==> config.mk <==
export PLATFORM = sky130hd
export DESIGN_NAME = obt_transceiver
export DESIGN_NICKNAME = d
export VERILOG_FILES = /design/src/rtl/obt_pkg.sv /design/src/rtl/obt_fifo.sv /design/src/rtl/obt_transceiver.sv
export SDC_FILE = /design/constraint.sdc
export NUM_CORES = 1
export LEC_CHECK = 0
export ABC_CLOCK_PERIOD_IN_PS = 3200
export BUFFER_PORTS_ARGS = -buffer_cell sky130_fd_sc_hd__buf_2
export CELL_PAD_IN_SITES_DETAIL_PLACEMENT = 1
export CELL_PAD_IN_SITES_GLOBAL_PLACEMENT = 1
export CORE_MARGIN = 10
export CORE_UTILIZATION = 47
export CTS_CLUSTER_DIAMETER = 40
export CTS_CLUSTER_SIZE = 24
export DETAILED_ROUTE_END_ITERATION = 12
export PLACE_DENSITY_LB_ADDON = 0.08
export SLEW_MARGIN = 20
export SYNTH_ARGS = -nofsm -noshare
export SYNTH_HDL_FRONTEND = slang
export SYNTH_HIERARCHICAL = 1
export SYNTH_SLANG_ARGS = --single-unit
==> constraint.sdc <==
create_clock -name clk_i -period 3.2 [get_ports clk_i]
set_clock_uncertainty 0.05 [all_clocks]
set_input_delay 0.16 -clock clk_i [delete_from_list [all_inputs] [get_ports clk_i]]
set_output_delay 0.16 -clock clk_i [all_outputs]
set_load 0.02 [all_outputs]
==> src/rtl/obt_pkg.sv <==
// obt_pkg: constants and carrier types for the octal registered transceiver
// assumes: a 32-bit Avalon-MM slave port with byte addresses
package obt_pkg;

    localparam int DATA_W = 8;
    localparam int LOG_DEPTH = 16;

    // register byte offsets
    localparam logic [3:0] OFS_STATUS = 4'h0;
    localparam logic [3:0] OFS_LOG = 4'h4;
    localparam logic [3:0] OFS_CTRL = 4'h8;

    // status fields
    localparam int ST_STORED_A_LSB = 0;
    localparam int ST_STORED_B_LSB = 8;
    localparam int ST_LOG_NONEMPTY = 16;
    localparam int ST_OVERFLOW = 17;
    localparam int ST_A_OE = 18;
    localparam int ST_B_OE = 19;

    // log word fields
    localparam int LG_DATA_LSB = 0;
    localparam int LG_SIDE = 8;
    localparam int LG_VALID = 9;

    // control fields and reset value
    localparam int CT_LOG_A_EN = 0;
    localparam int CT_LOG_B_EN = 1;
    localparam logic [1:0] CTRL_RESET = 2'h3;

    // bus answer state
    typedef enum logic [0:0] {
        OBT_BUS_IDLE = 1'b0,
        OBT_BUS_ACK = 1'b1
    } obt_bus_state_t;

    // control pins of the transceiver
    typedef struct packed {
        logic output_enable_n;
        logic drive_side_select;
        logic a_to_b_source_select;
        logic b_to_a_source_select;
    } obt_ctrl_pins_t;

    // one captured byte and the port it came from (1 = B)
    typedef struct packed {
        logic side;
        logic [DATA_W-1:0] data;
    } obt_log_t;

endpackage

==> src/rtl/obt_fifo.sv <==
// obt_fifo: synchronous first-in first-out buffer with valid/ready
// assumes: one clock, synchronous active-low reset
`timescale 1ns/1ps
module obt_fifo #(
    parameter int WIDTH = 9,
    parameter int DEPTH = 16
) (
    // clock and reset
    input wire logic clk_i,
    input wire logic rstn_i,
    // filling side
    input wire logic in_valid_i,
    output logic in_ready_o,
    input wire logic [WIDTH-1:0] in_data_i,
    // draining side
    output logic out_valid_o,
    input wire logic out_ready_i,
    output logic [WIDTH-1:0] out_data_o
);
    localparam int AW = $clog2(DEPTH);

    logic [WIDTH-1:0] mem [DEPTH];
    logic [AW-1:0] wr_ptr;
    logic [AW-1:0] rd_ptr;
    logic [AW:0] count;
    logic [AW-1:0] next_wr_ptr;
    logic [AW-1:0] next_rd_ptr;
    logic [AW:0] next_count;
    logic push;
    logic pop;

    function automatic logic [AW-1:0] wrap_inc(input logic [AW-1:0] p);
        if (p == AW'(DEPTH - 1)) begin
            return '0;
        end
        return p + 1'b1;
    endfunction

    assign in_ready_o = (count != (AW + 1)'(DEPTH));
    assign out_valid_o = (count != '0);
    assign out_data_o = mem[rd_ptr];
    assign push = in_valid_i & in_ready_o;
    assign pop = out_valid_o & out_ready_i;

    always_comb begin
        next_wr_ptr = push ? wrap_inc(wr_ptr) : wr_ptr;
        next_rd_ptr = pop ? wrap_inc(rd_ptr) : rd_ptr;
        next_count = count;
        if (push && !pop) begin
            next_count = count + 1'b1;
        end else if (pop && !push) begin
            next_count = count - 1'b1;
        end
    end

    always_ff @(posedge clk_i) begin
        if (!rstn_i) begin
            wr_ptr <= '0;
            rd_ptr <= '0;
            count <= '0;
        end else begin
            wr_ptr <= next_wr_ptr;
            rd_ptr <= next_rd_ptr;
            count <= next_count;
        end
    end

    // storage has no reset
    always_ff @(posedge clk_i) begin
        if (push) begin
            mem[wr_ptr] <= in_data_i;
        end
    end

endmodule

==> src/rtl/obt_transceiver.sv <==
// obt_transceiver: octal registered bus transceiver with capture log
// assumes: all pins synchronous to clk_i; capture clocks sampled as levels;
// the pad logic resolves each port from its output enable
//
// Chosen here: the placing of the registers and the Avalon-MM slave port.
`timescale 1ns/1ps

module obt_transceiver #(
    parameter int DATA_W = obt_pkg::DATA_W,
    parameter int LOG_DEPTH = obt_pkg::LOG_DEPTH
) (
    // clock and reset
    input wire logic clk_i,
    input wire logic rstn_i,
    // control pins
    input wire obt_pkg::obt_ctrl_pins_t ctrl_i,
    input wire logic a_to_b_capture_clock_i,
    input wire logic b_to_a_capture_clock_i,
    // port A
    input wire logic [DATA_W-1:0] a_i,
    output logic [DATA_W-1:0] a_o,
    output logic a_oe_o,
    // port B
    input wire logic [DATA_W-1:0] b_i,
    output logic [DATA_W-1:0] b_o,
    output logic b_oe_o,
    // capture log back-pressure
    output logic log_ready_o,
    // avalon-mm slave
    input wire logic [3:0] avs_address,
    input wire logic avs_read,
    input wire logic avs_write,
    input wire logic [31:0] avs_writedata,
    input wire logic [3:0] avs_byteenable,
    output logic [31:0] avs_readdata,
    output logic avs_waitrequest
);
    localparam int LW = DATA_W + 1;

    // capture state
    logic clk_ab_prev;
    logic clk_ba_prev;
    logic [DATA_W-1:0] stored_a;
    logic [DATA_W-1:0] stored_b;
    logic next_clk_ab_prev;
    logic next_clk_ba_prev;
    logic [DATA_W-1:0] next_stored_a;
    logic [DATA_W-1:0] next_stored_b;
    logic cap_a;
    logic cap_b;

    // pin drive state
    logic [DATA_W-1:0] next_a_o;
    logic [DATA_W-1:0] next_b_o;
    logic next_a_oe;
    logic next_b_oe;

    // log and bus state
    obt_pkg::obt_bus_state_t bus_state;
    obt_pkg::obt_bus_state_t next_bus_state;
    logic [1:0] ctrl;
    logic [1:0] next_ctrl;
    logic overflow;
    logic next_overflow;
    logic [31:0] next_readdata;
    obt_pkg::obt_log_t log_in;
    logic [LW-1:0] log_out;
    logic log_in_valid;
    logic log_out_valid;
    logic log_pop;
    logic log_drop;
    logic accept;
    logic ctrl_wr;
    logic ovf_clr;

    function automatic logic is_addr(input logic [3:0] a,
                                     input logic [3:0] ofs);
        return a == ofs;
    endfunction

    // a 0-to-1 step between two clock samples
    function automatic logic rose_edge(input logic cur,
                                       input logic prev);
        return cur & ~prev;
    endfunction

    // status word as software reads it
    function automatic logic [31:0] status_word(
        input logic [DATA_W-1:0] sa,
        input logic [DATA_W-1:0] sb,
        input logic nonempty,
        input logic lost,
        input logic aoe,
        input logic boe
    );
        logic [31:0] w;
        w = '0;
        w[obt_pkg::ST_STORED_A_LSB +: DATA_W] = sa;
        w[obt_pkg::ST_STORED_B_LSB +: DATA_W] = sb;
        w[obt_pkg::ST_LOG_NONEMPTY] = nonempty;
        w[obt_pkg::ST_OVERFLOW] = lost;
        w[obt_pkg::ST_A_OE] = aoe;
        w[obt_pkg::ST_B_OE] = boe;
        return w;
    endfunction

    // log word: entry with its side, then the valid flag
    function automatic logic [31:0] log_word(input logic [LW-1:0] e,
                                             input logic v);
        logic [31:0] w;
        w = '0;
        w[obt_pkg::LG_DATA_LSB +: LW] = e;
        w[obt_pkg::LG_VALID] = v;
        return w;
    endfunction

    // capture: edge of the sampled capture clock loads the port
    assign cap_a = rose_edge(a_to_b_capture_clock_i, clk_ab_prev);
    assign cap_b = rose_edge(b_to_a_capture_clock_i, clk_ba_prev);

    always_comb begin
        next_clk_ab_prev = a_to_b_capture_clock_i;
        next_clk_ba_prev = b_to_a_capture_clock_i;
        // loads depend on nothing but the capture edge
        next_stored_a = cap_a ? a_i : stored_a;
        next_stored_b = cap_b ? b_i : stored_b;
    end

    always_ff @(posedge clk_i) begin
        if (!rstn_i) begin
            // a capture clock already high at release is no edge
            clk_ab_prev <= 1'b1;
            clk_ba_prev <= 1'b1;
        end else begin
            clk_ab_prev <= next_clk_ab_prev;
            clk_ba_prev <= next_clk_ba_prev;
        end
    end

    // storage keeps no reset value
    always_ff @(posedge clk_i) begin
        stored_a <= next_stored_a;
        stored_b <= next_stored_b;
    end

    // pin drive; stored paths read the next value so a capture shows at once
    always_comb begin
        next_a_oe = 1'b0;
        next_b_oe = 1'b0;
        next_a_o = a_o;
        next_b_o = b_o;
        if (!ctrl_i.output_enable_n) begin
            if (!ctrl_i.drive_side_select) begin
                next_a_oe = 1'b1;
                if (ctrl_i.b_to_a_source_select) begin
                    next_a_o = next_stored_b;
                end else begin
                    next_a_o = b_i;
                end
            end else begin
                next_b_oe = 1'b1;
                if (ctrl_i.a_to_b_source_select) begin
                    next_b_o = next_stored_a;
                end else begin
                    next_b_o = a_i;
                end
            end
        end
        // only one branch above can enable a port
    end

    always_ff @(posedge clk_i) begin
        if (!rstn_i) begin
            a_oe_o <= 1'b0;
            b_oe_o <= 1'b0;
            a_o <= '0;
            b_o <= '0;
        end else begin
            a_oe_o <= next_a_oe;
            b_oe_o <= next_b_oe;
            a_o <= next_a_o;
            b_o <= next_b_o;
        end
    end

    // capture log: B wins when both are logged in one cycle, A is counted lost
    always_comb begin
        log_in_valid = 1'b0;
        log_in.side = 1'b0;
        log_in.data = a_i;
        if (cap_b && ctrl[obt_pkg::CT_LOG_B_EN]) begin
            log_in_valid = 1'b1;
            log_in.side = 1'b1;
            log_in.data = b_i;
        end else if (cap_a && ctrl[obt_pkg::CT_LOG_A_EN]) begin
            log_in_valid = 1'b1;
        end
    end

    assign log_drop = (log_in_valid & ~log_ready_o)
        | (cap_a & cap_b & ctrl[obt_pkg::CT_LOG_A_EN]
           & ctrl[obt_pkg::CT_LOG_B_EN]);

    obt_fifo #(
        .WIDTH(LW),
        .DEPTH(LOG_DEPTH)
    ) u_log (
        .clk_i(clk_i),
        .rstn_i(rstn_i),
        .in_valid_i(log_in_valid),
        .in_ready_o(log_ready_o),
        .in_data_i(log_in),
        .out_valid_o(log_out_valid),
        .out_ready_i(log_pop),
        .out_data_o(log_out)
    );

    // avalon slave: one wait cycle, then answer
    assign avs_waitrequest = (avs_read | avs_write)
        & (bus_state == obt_pkg::OBT_BUS_IDLE);
    assign accept = (avs_read | avs_write)
        & (bus_state == obt_pkg::OBT_BUS_ACK);
    assign log_pop = accept & avs_read
        & is_addr(avs_address, obt_pkg::OFS_LOG);

    assign ctrl_wr = accept & avs_write & avs_byteenable[0]
        & is_addr(avs_address, obt_pkg::OFS_CTRL);
    // the clear bit sits in byte lane 2
    assign ovf_clr = accept & avs_write & avs_byteenable[2]
        & is_addr(avs_address, obt_pkg::OFS_STATUS)
        & avs_writedata[obt_pkg::ST_OVERFLOW];

    // handshake
    always_comb begin
        next_bus_state = obt_pkg::OBT_BUS_IDLE;
        if ((avs_read || avs_write) && !accept) begin
            next_bus_state = obt_pkg::OBT_BUS_ACK;
        end
    end

    always_ff @(posedge clk_i) begin
        if (!rstn_i) begin
            bus_state <= obt_pkg::OBT_BUS_IDLE;
        end else begin
            bus_state <= next_bus_state;
        end
    end

    // control and loss flag
    always_comb begin
        next_ctrl = ctrl_wr ? avs_writedata[1:0] : ctrl;
        next_overflow = overflow;
        if (ovf_clr) begin
            next_overflow = 1'b0;
        end
        // a new loss wins over the clear
        if (log_drop) begin
            next_overflow = 1'b1;
        end
    end

    always_ff @(posedge clk_i) begin
        if (!rstn_i) begin
            ctrl <= obt_pkg::CTRL_RESET;
            overflow <= 1'b0;
        end else begin
            ctrl <= next_ctrl;
            overflow <= next_overflow;
        end
    end

    // read data taken in the wait cycle, held until the next read
    always_comb begin
        next_readdata = avs_readdata;
        if (avs_read && !accept) begin
            next_readdata = '0;
            if (is_addr(avs_address, obt_pkg::OFS_STATUS)) begin
                next_readdata = status_word(stored_a, stored_b,
                    log_out_valid, overflow, a_oe_o, b_oe_o);
            end else if (is_addr(avs_address, obt_pkg::OFS_LOG)) begin
                next_readdata = log_word(log_out, log_out_valid);
            end else if (is_addr(avs_address, obt_pkg::OFS_CTRL)) begin
                next_readdata[1:0] = ctrl;
            end
        end
    end

    always_ff @(posedge clk_i) begin
        if (!rstn_i) begin
            avs_readdata <= '0;
        end else begin
            avs_readdata <= next_readdata;
        end
    end

endmodule

**After elaboration in Yosys (flattened, before gate mapping)**

Memories as Yosys holds them, arrays and structs flattened. A register that Yosys moved wholly into a read port is not among the register bits.
Cells that the tools add are included.
Widths: inputs -> output; s select.

- Register bits: 85
- RAM bits: 144
- Bits of input ports: 66
- Output and inout bits: 52
- Logic and storage cells: 97
- Memories: 1

- Add/subtract/negate cells: 4
- Eq/ne operators: 5
- Multiplexer cells: 28
- Bitwise gates (word level): 27
- Reduce and logical (&&, ||, !) cells: 17

Memories:

| memory | depth | bits a word | rd ports | clocked after Yosys merged registers in | write ports | RTL line | RTL |
|---|---|---|---|---|---|---|---|
| u_log.mem | 16 | 9 | 1 | 1 | 1 | obt_fifo.sv:22 | `logic [WIDTH-1:0] mem [DEPTH];` |

Operators with widths:

| cell | count |
|---|---|
| $mux 8 | 5 |
| $mux 4 | 6 |
| $mux 20 | 1 |
| $and 1x1->1 | 18 |
| $eq 4x4->1 const B | 3 |
| $mux 1 | 11 |
| $mux 5 | 2 |
| $mux 9 | 1 |
| $add 4x1->4 const B | 2 |
| $not 1->1 | 7 |
| $logic_and 1x1->1 | 6 |
| $add 5x1->5 const B | 1 |
| $ne 5x5->1 const B | 1 |
| $reduce_bool 5->1 | 1 |
| $sub 5x1->5 const B | 1 |
| $eq 4x3->1 const B | 1 |
| $logic_not 4->1 | 1 |
| $mux 2 | 2 |
| $reduce_and 2->1 | 2 |
| $reduce_bool 2->1 | 2 |
| $logic_not 1->1 | 3 |
| $or 1x1->1 | 2 |
| $reduce_or 2->1 | 1 |
| $logic_or 1x1->1 | 1 |

**Longest topological paths before layout**

- Depth after elaboration: 10
- Mapped depth: 11
- Mapped depth without buffers: 10

**Cells and area by module**

The synthesis kept the hierarchy.

By module, submodules not included:

| module | times used | cells an instance | area each (µm²) | sequential area each (µm²) |
|---|---|---|---|---|
| obt_fifo | 1 | 335 | 6376.1 | 4664.5 |
| obt_transceiver | 1 | 333 | 2738.9 | 1201.2 |

**Worst setup path after synthesis**

Ideal clock, no wire load.

- Path kind: reg-to-reg
- Start: register u_log.count[0]
- End: register u_log.count[3]
- Setup time: 62 ps
- Arrival time: 2503 ps
- Required time: 3088 ps
- Slack: 585 ps
- Stages on the path, launching flop included: 10
- Path buffers: 0
- Clock period less this slack: 2615 ps
- Cell sequence: dfxtp_1 or4_4 o21ai_4 ha_1 inv_1 ha_1 a21o_2 a21oi_1 or4b_2 nand3_1

- Word-level cells in the longest chain between the ends: 5
- Elaborated cells on any way between the ends: 13
- Those cells by class: 2 x add/sub; 1 x eq/ne; 2 x mux; 2 x bitwise; 6 x reduce/logical

RTL lines:

| what | RTL line | RTL |
|---|---|---|
| start, declared | obt_fifo.sv:25 | `logic [AW:0] count;` |
| start signal, assigned | obt_fifo.sv:64 | `count <= next_count;` |
| parallel branches: the longest is 5 deep, another holds $sub 5x1->5 | n/a |  |

Parallel ways; which one is timed is not known. The select of a mux whose other input is x is not followed.
A chain may end at the register's enable or synchronous reset.

**Final worst setup path**

Same ends and word-level chain as after synthesis.

==> metrics.txt <==
Reg-to-Reg End u_log/count[3]; Final nets around 850; worst path cell trace or4_4 -> o21ai_4 -> ha_1 -> inv_1 -> ha_1 -> a21o_2 -> a21oi_1 -> or4b_2 -> nand3_1; Hold Path Sink overflow; CP max-delay cell or4b_2; FILL cells 1,866; Root Driver clkbuf_16; Antenna Cells 0; I/O Buffers 74; count of different cell masters after synthesis 56; largest net degree at the start of global routing 62; ys flop type edfxtp_1; drt drc 0; CTS Buffer Depth 3; initial DRC count about 320; Total GRT Usage 0.182; TritonCTS buffer count 31; Synth-to-Final Area Change 20.7%; clock-pin slew on the worst setup and hold paths ~0.05 ns; leakage power 0.00397 uW; routed len/inst between 20 and 25 um; final WL ~24 mm; Async S/R FF share, synth 0; Synth area leaders edfxtp_1 (47%), dfxtp_1 (17%), mux4_2 (8.9%); Worst path most repeated cell ha_1; Top-Level Pins 118; Initial Util 0.482; number of synthesis warnings 6; startpoint types flop; initial antenna violation count 0; Setup CP Type flop to flop; Fin Setup TNS 0 ns; HP Class input port to flop; layout cells sized above 1 0.254; post-synth top area share 0.474; R2R depth 9; outcome finished clean; Fin Hold WS between 0.008 and 0.009 ns; Vias per Instance around 5.6; detailed-router iteration count before antenna repair 4; Worst Path Required roughly 3.6 ns; grt total ovfl 0; first-pass GRT wire length between 30 and 40 mm; worst skew pair latency roughly 0.55 ns; Die W roughly 160 um; Critical Path AT roughly 3.3 ns; power per cell area about 650 nW/um^2; Syn Std Cell Area ~9100 um^2; number of max-cap violations 0; Crit path largest cell delay slightly above 0.6 ns; GPL Wtd Cong 0.793; RSZ-0062 raised after global routing no; clock sink count ~220; sequential element share of the synthesized area 0.644; utilization after layout 0.582; Placed Cells 974; FF-to-FF setup slack ~0.36 ns; Yosys reg bits 221; crit share post-route 0.889; min-delay src avs_byteenable[2]; Max-slew headroom 0.258; Die Y 159 um; Max Fanout on Critical Path 6; Final Max Tran Viols 0; FF-to-FF Start u_log/count[0]; Mean Syn Cell Area around 14 um^2; Final setup viols 0; Worst Tran Pin Value roughly 1.1 ns; crit path capture type flop; die area approximately 25,000 um^2; final hold vios 0; FP Rows 50; EDFF count, synth between 100 and 150; core area about 19,000 um^2; post-route insts no fill around 1,100; Post-DRT Antenna Nets 0; Max VDD drop just over 0.6 mV; Final HPWL DP roughly 16 mm; Yosys top cell by area edfxtp_1; fin crit period between 2 and 3 ns; vias in the first global route ~6,400; via count 5,875; CTS tree yes; hold path cells 4; post-synthesis instance total about 670; H-tree lvl count 1; Fmax ~350 MHz
## worst max-delay path, delay by kind of cell (launching register included)
kind | cells | cell delay [ns]
AO/OA/AOI/OAI | 3 | 0.41
adder cells (fa/ha/maj) | 2 | 0.54
AND/OR/NAND/NOR | 3 | 1.29
buffers and inverters | 1 | 0.12
flip-flops | 1 | 0.37
## layout make-up
type | count | area [um^2] | area share
Sequential cell | 221 | 5870 | 0.533
Multi-Input combinational cell | 398 | 2970 | 0.270
Clock buffer | 38 | 853 | 0.0776
Timing Repair Buffer | 114 | 748 | 0.0680
Tap cell | 260 | 325 | 0.0296
Clock inverter | 20 | 210 | 0.0191
Inverter | 7 | 26.3 | 0.00239
## per-layer routing
| layer | share of wire | vias to the layer above | global-route usage |
|---|---|---|---|
| met2 | 0.48 | 128 | 0.303 |
| met4 | 0.017 | 0 | 0.0442 |
| li1 | - | 2712 | - |
| met1 | 0.46 | 3002 | 0.242 |
| met3 | 0.040 | 33 | 0.0338 |
| met5 | 0 | - | 0 |
## cell usage after synthesis (6+ instances only)
cell type and count:
a21boi_1 7, ha_1 9, clkbuf_1 17, inv_1 7
mux2_2 9, and2_1 9, buf_1 6, nor3_1 6
a31oi_1 19, nand2b_1 12, nand3_1 61, nand2_1 82
o21ai_0 36, edfxtp_1 144, a22oi_1 18, buf_4 17
nor2_1 17, nor2b_1 12, dfxtp_1 77, buf_2 9
mux4_2 36
## registers in the layout (all words and copies together) (netlist names), named ones only
register,count
bus_state,1
b_o,8
clk_ba_prev,1
u_log/mem,144
a_oe_o,1
u_log/count,5
ctrl,2
overflow,1
avs_readdata,20
stored_a,8
u_log/rd_ptr,4
u_log/wr_ptr,4
b_oe_o,1
a_o,8
stored_b,8
clk_ab_prev,1
## per-stage QoR
| step | total power, uW | setup slack, ns | instance area [um^2] |
|---|---|---|---|
| after floorplan | 3540 | 0.585 | 9160 |
| after global placement | 3670 | 0.465 | 9680 |
| after detailed placement | 3690 | 0.384 | 9680 |
| after CTS | 7160 | 0.336 | 11000 |
| after global routing | 7350 | 0.195 | 11000 |
| final | 7100 | 0.355 | 11000 |
## cells by family (layout without fill, tap and decap cells)
group,count (synthesis),after routing,share of synthesized area
AO/OA/AOI/OAI,103,103,0.0763
XOR/XNOR,4,4,0.00384
adder cells (fa/ha/maj),11,11,0.0156
buffers and inverters,60,179,0.0349
flip-flops,221,221,0.644
multiplexers,50,50,0.106
other,1,12,0.000411
AND/OR/NAND/NOR,218,218,0.120
## worst max-delay path by stage
stage / slack, ns / startpoint / endpoint
finish: 0.36 / u_log/count[0] / u_log/count[3]
CTS: 0.34 / u_log/count[0] / u_log/count[3]
global route: 0.20 / u_log/count[0] / u_log/count[3]
floorplan: 0.58 / u_log/count[0] / u_log/count[3]
detailed placement: 0.38 / u_log/count[0] / u_log/count[3]
global placement: 0.47 / u_log/count[0] / u_log/count[3]
## where the power goes
group	leakage, uW	switching (uW)	internal (uW)
combinational	0.00153	294	174
clock	0.000512	1280	2150
sequential	0.00193	67.0	3130
total	0.00397	1650	5450
## cell usage in the layout (no fill, tap or decap), drive strengths merged, types with 3 or more instances in the layout
master / instances
edfxtp: 144
buf: 88
nand2: 82
dfxtp: 77
nand3: 64
clkbuf: 38
o21ai: 37
mux4: 36
dlygate4sd3: 26
a31oi: 19
a22oi: 18
nor2: 17
a21boi: 14
inv: 13
nor2b: 12
nand2b: 12
conb: 12
mux2: 9
and2: 9
ha: 9
nor3: 6
clkinv: 6
a21oi: 5
mux2i: 5
clkinvlp: 5
xnor2: 4
bufinv: 3
## repair_timing
| action | CTS | global route |
|---|---|---|
| hold endpoints to repair | 37 | 0 |
| hold buffers | 26 | 0 |
| buffers inserted | 0 | 0 |
| gates resized for setup | 0 | 0 |
Note: power is estimated with default switching activity, not from simulation.
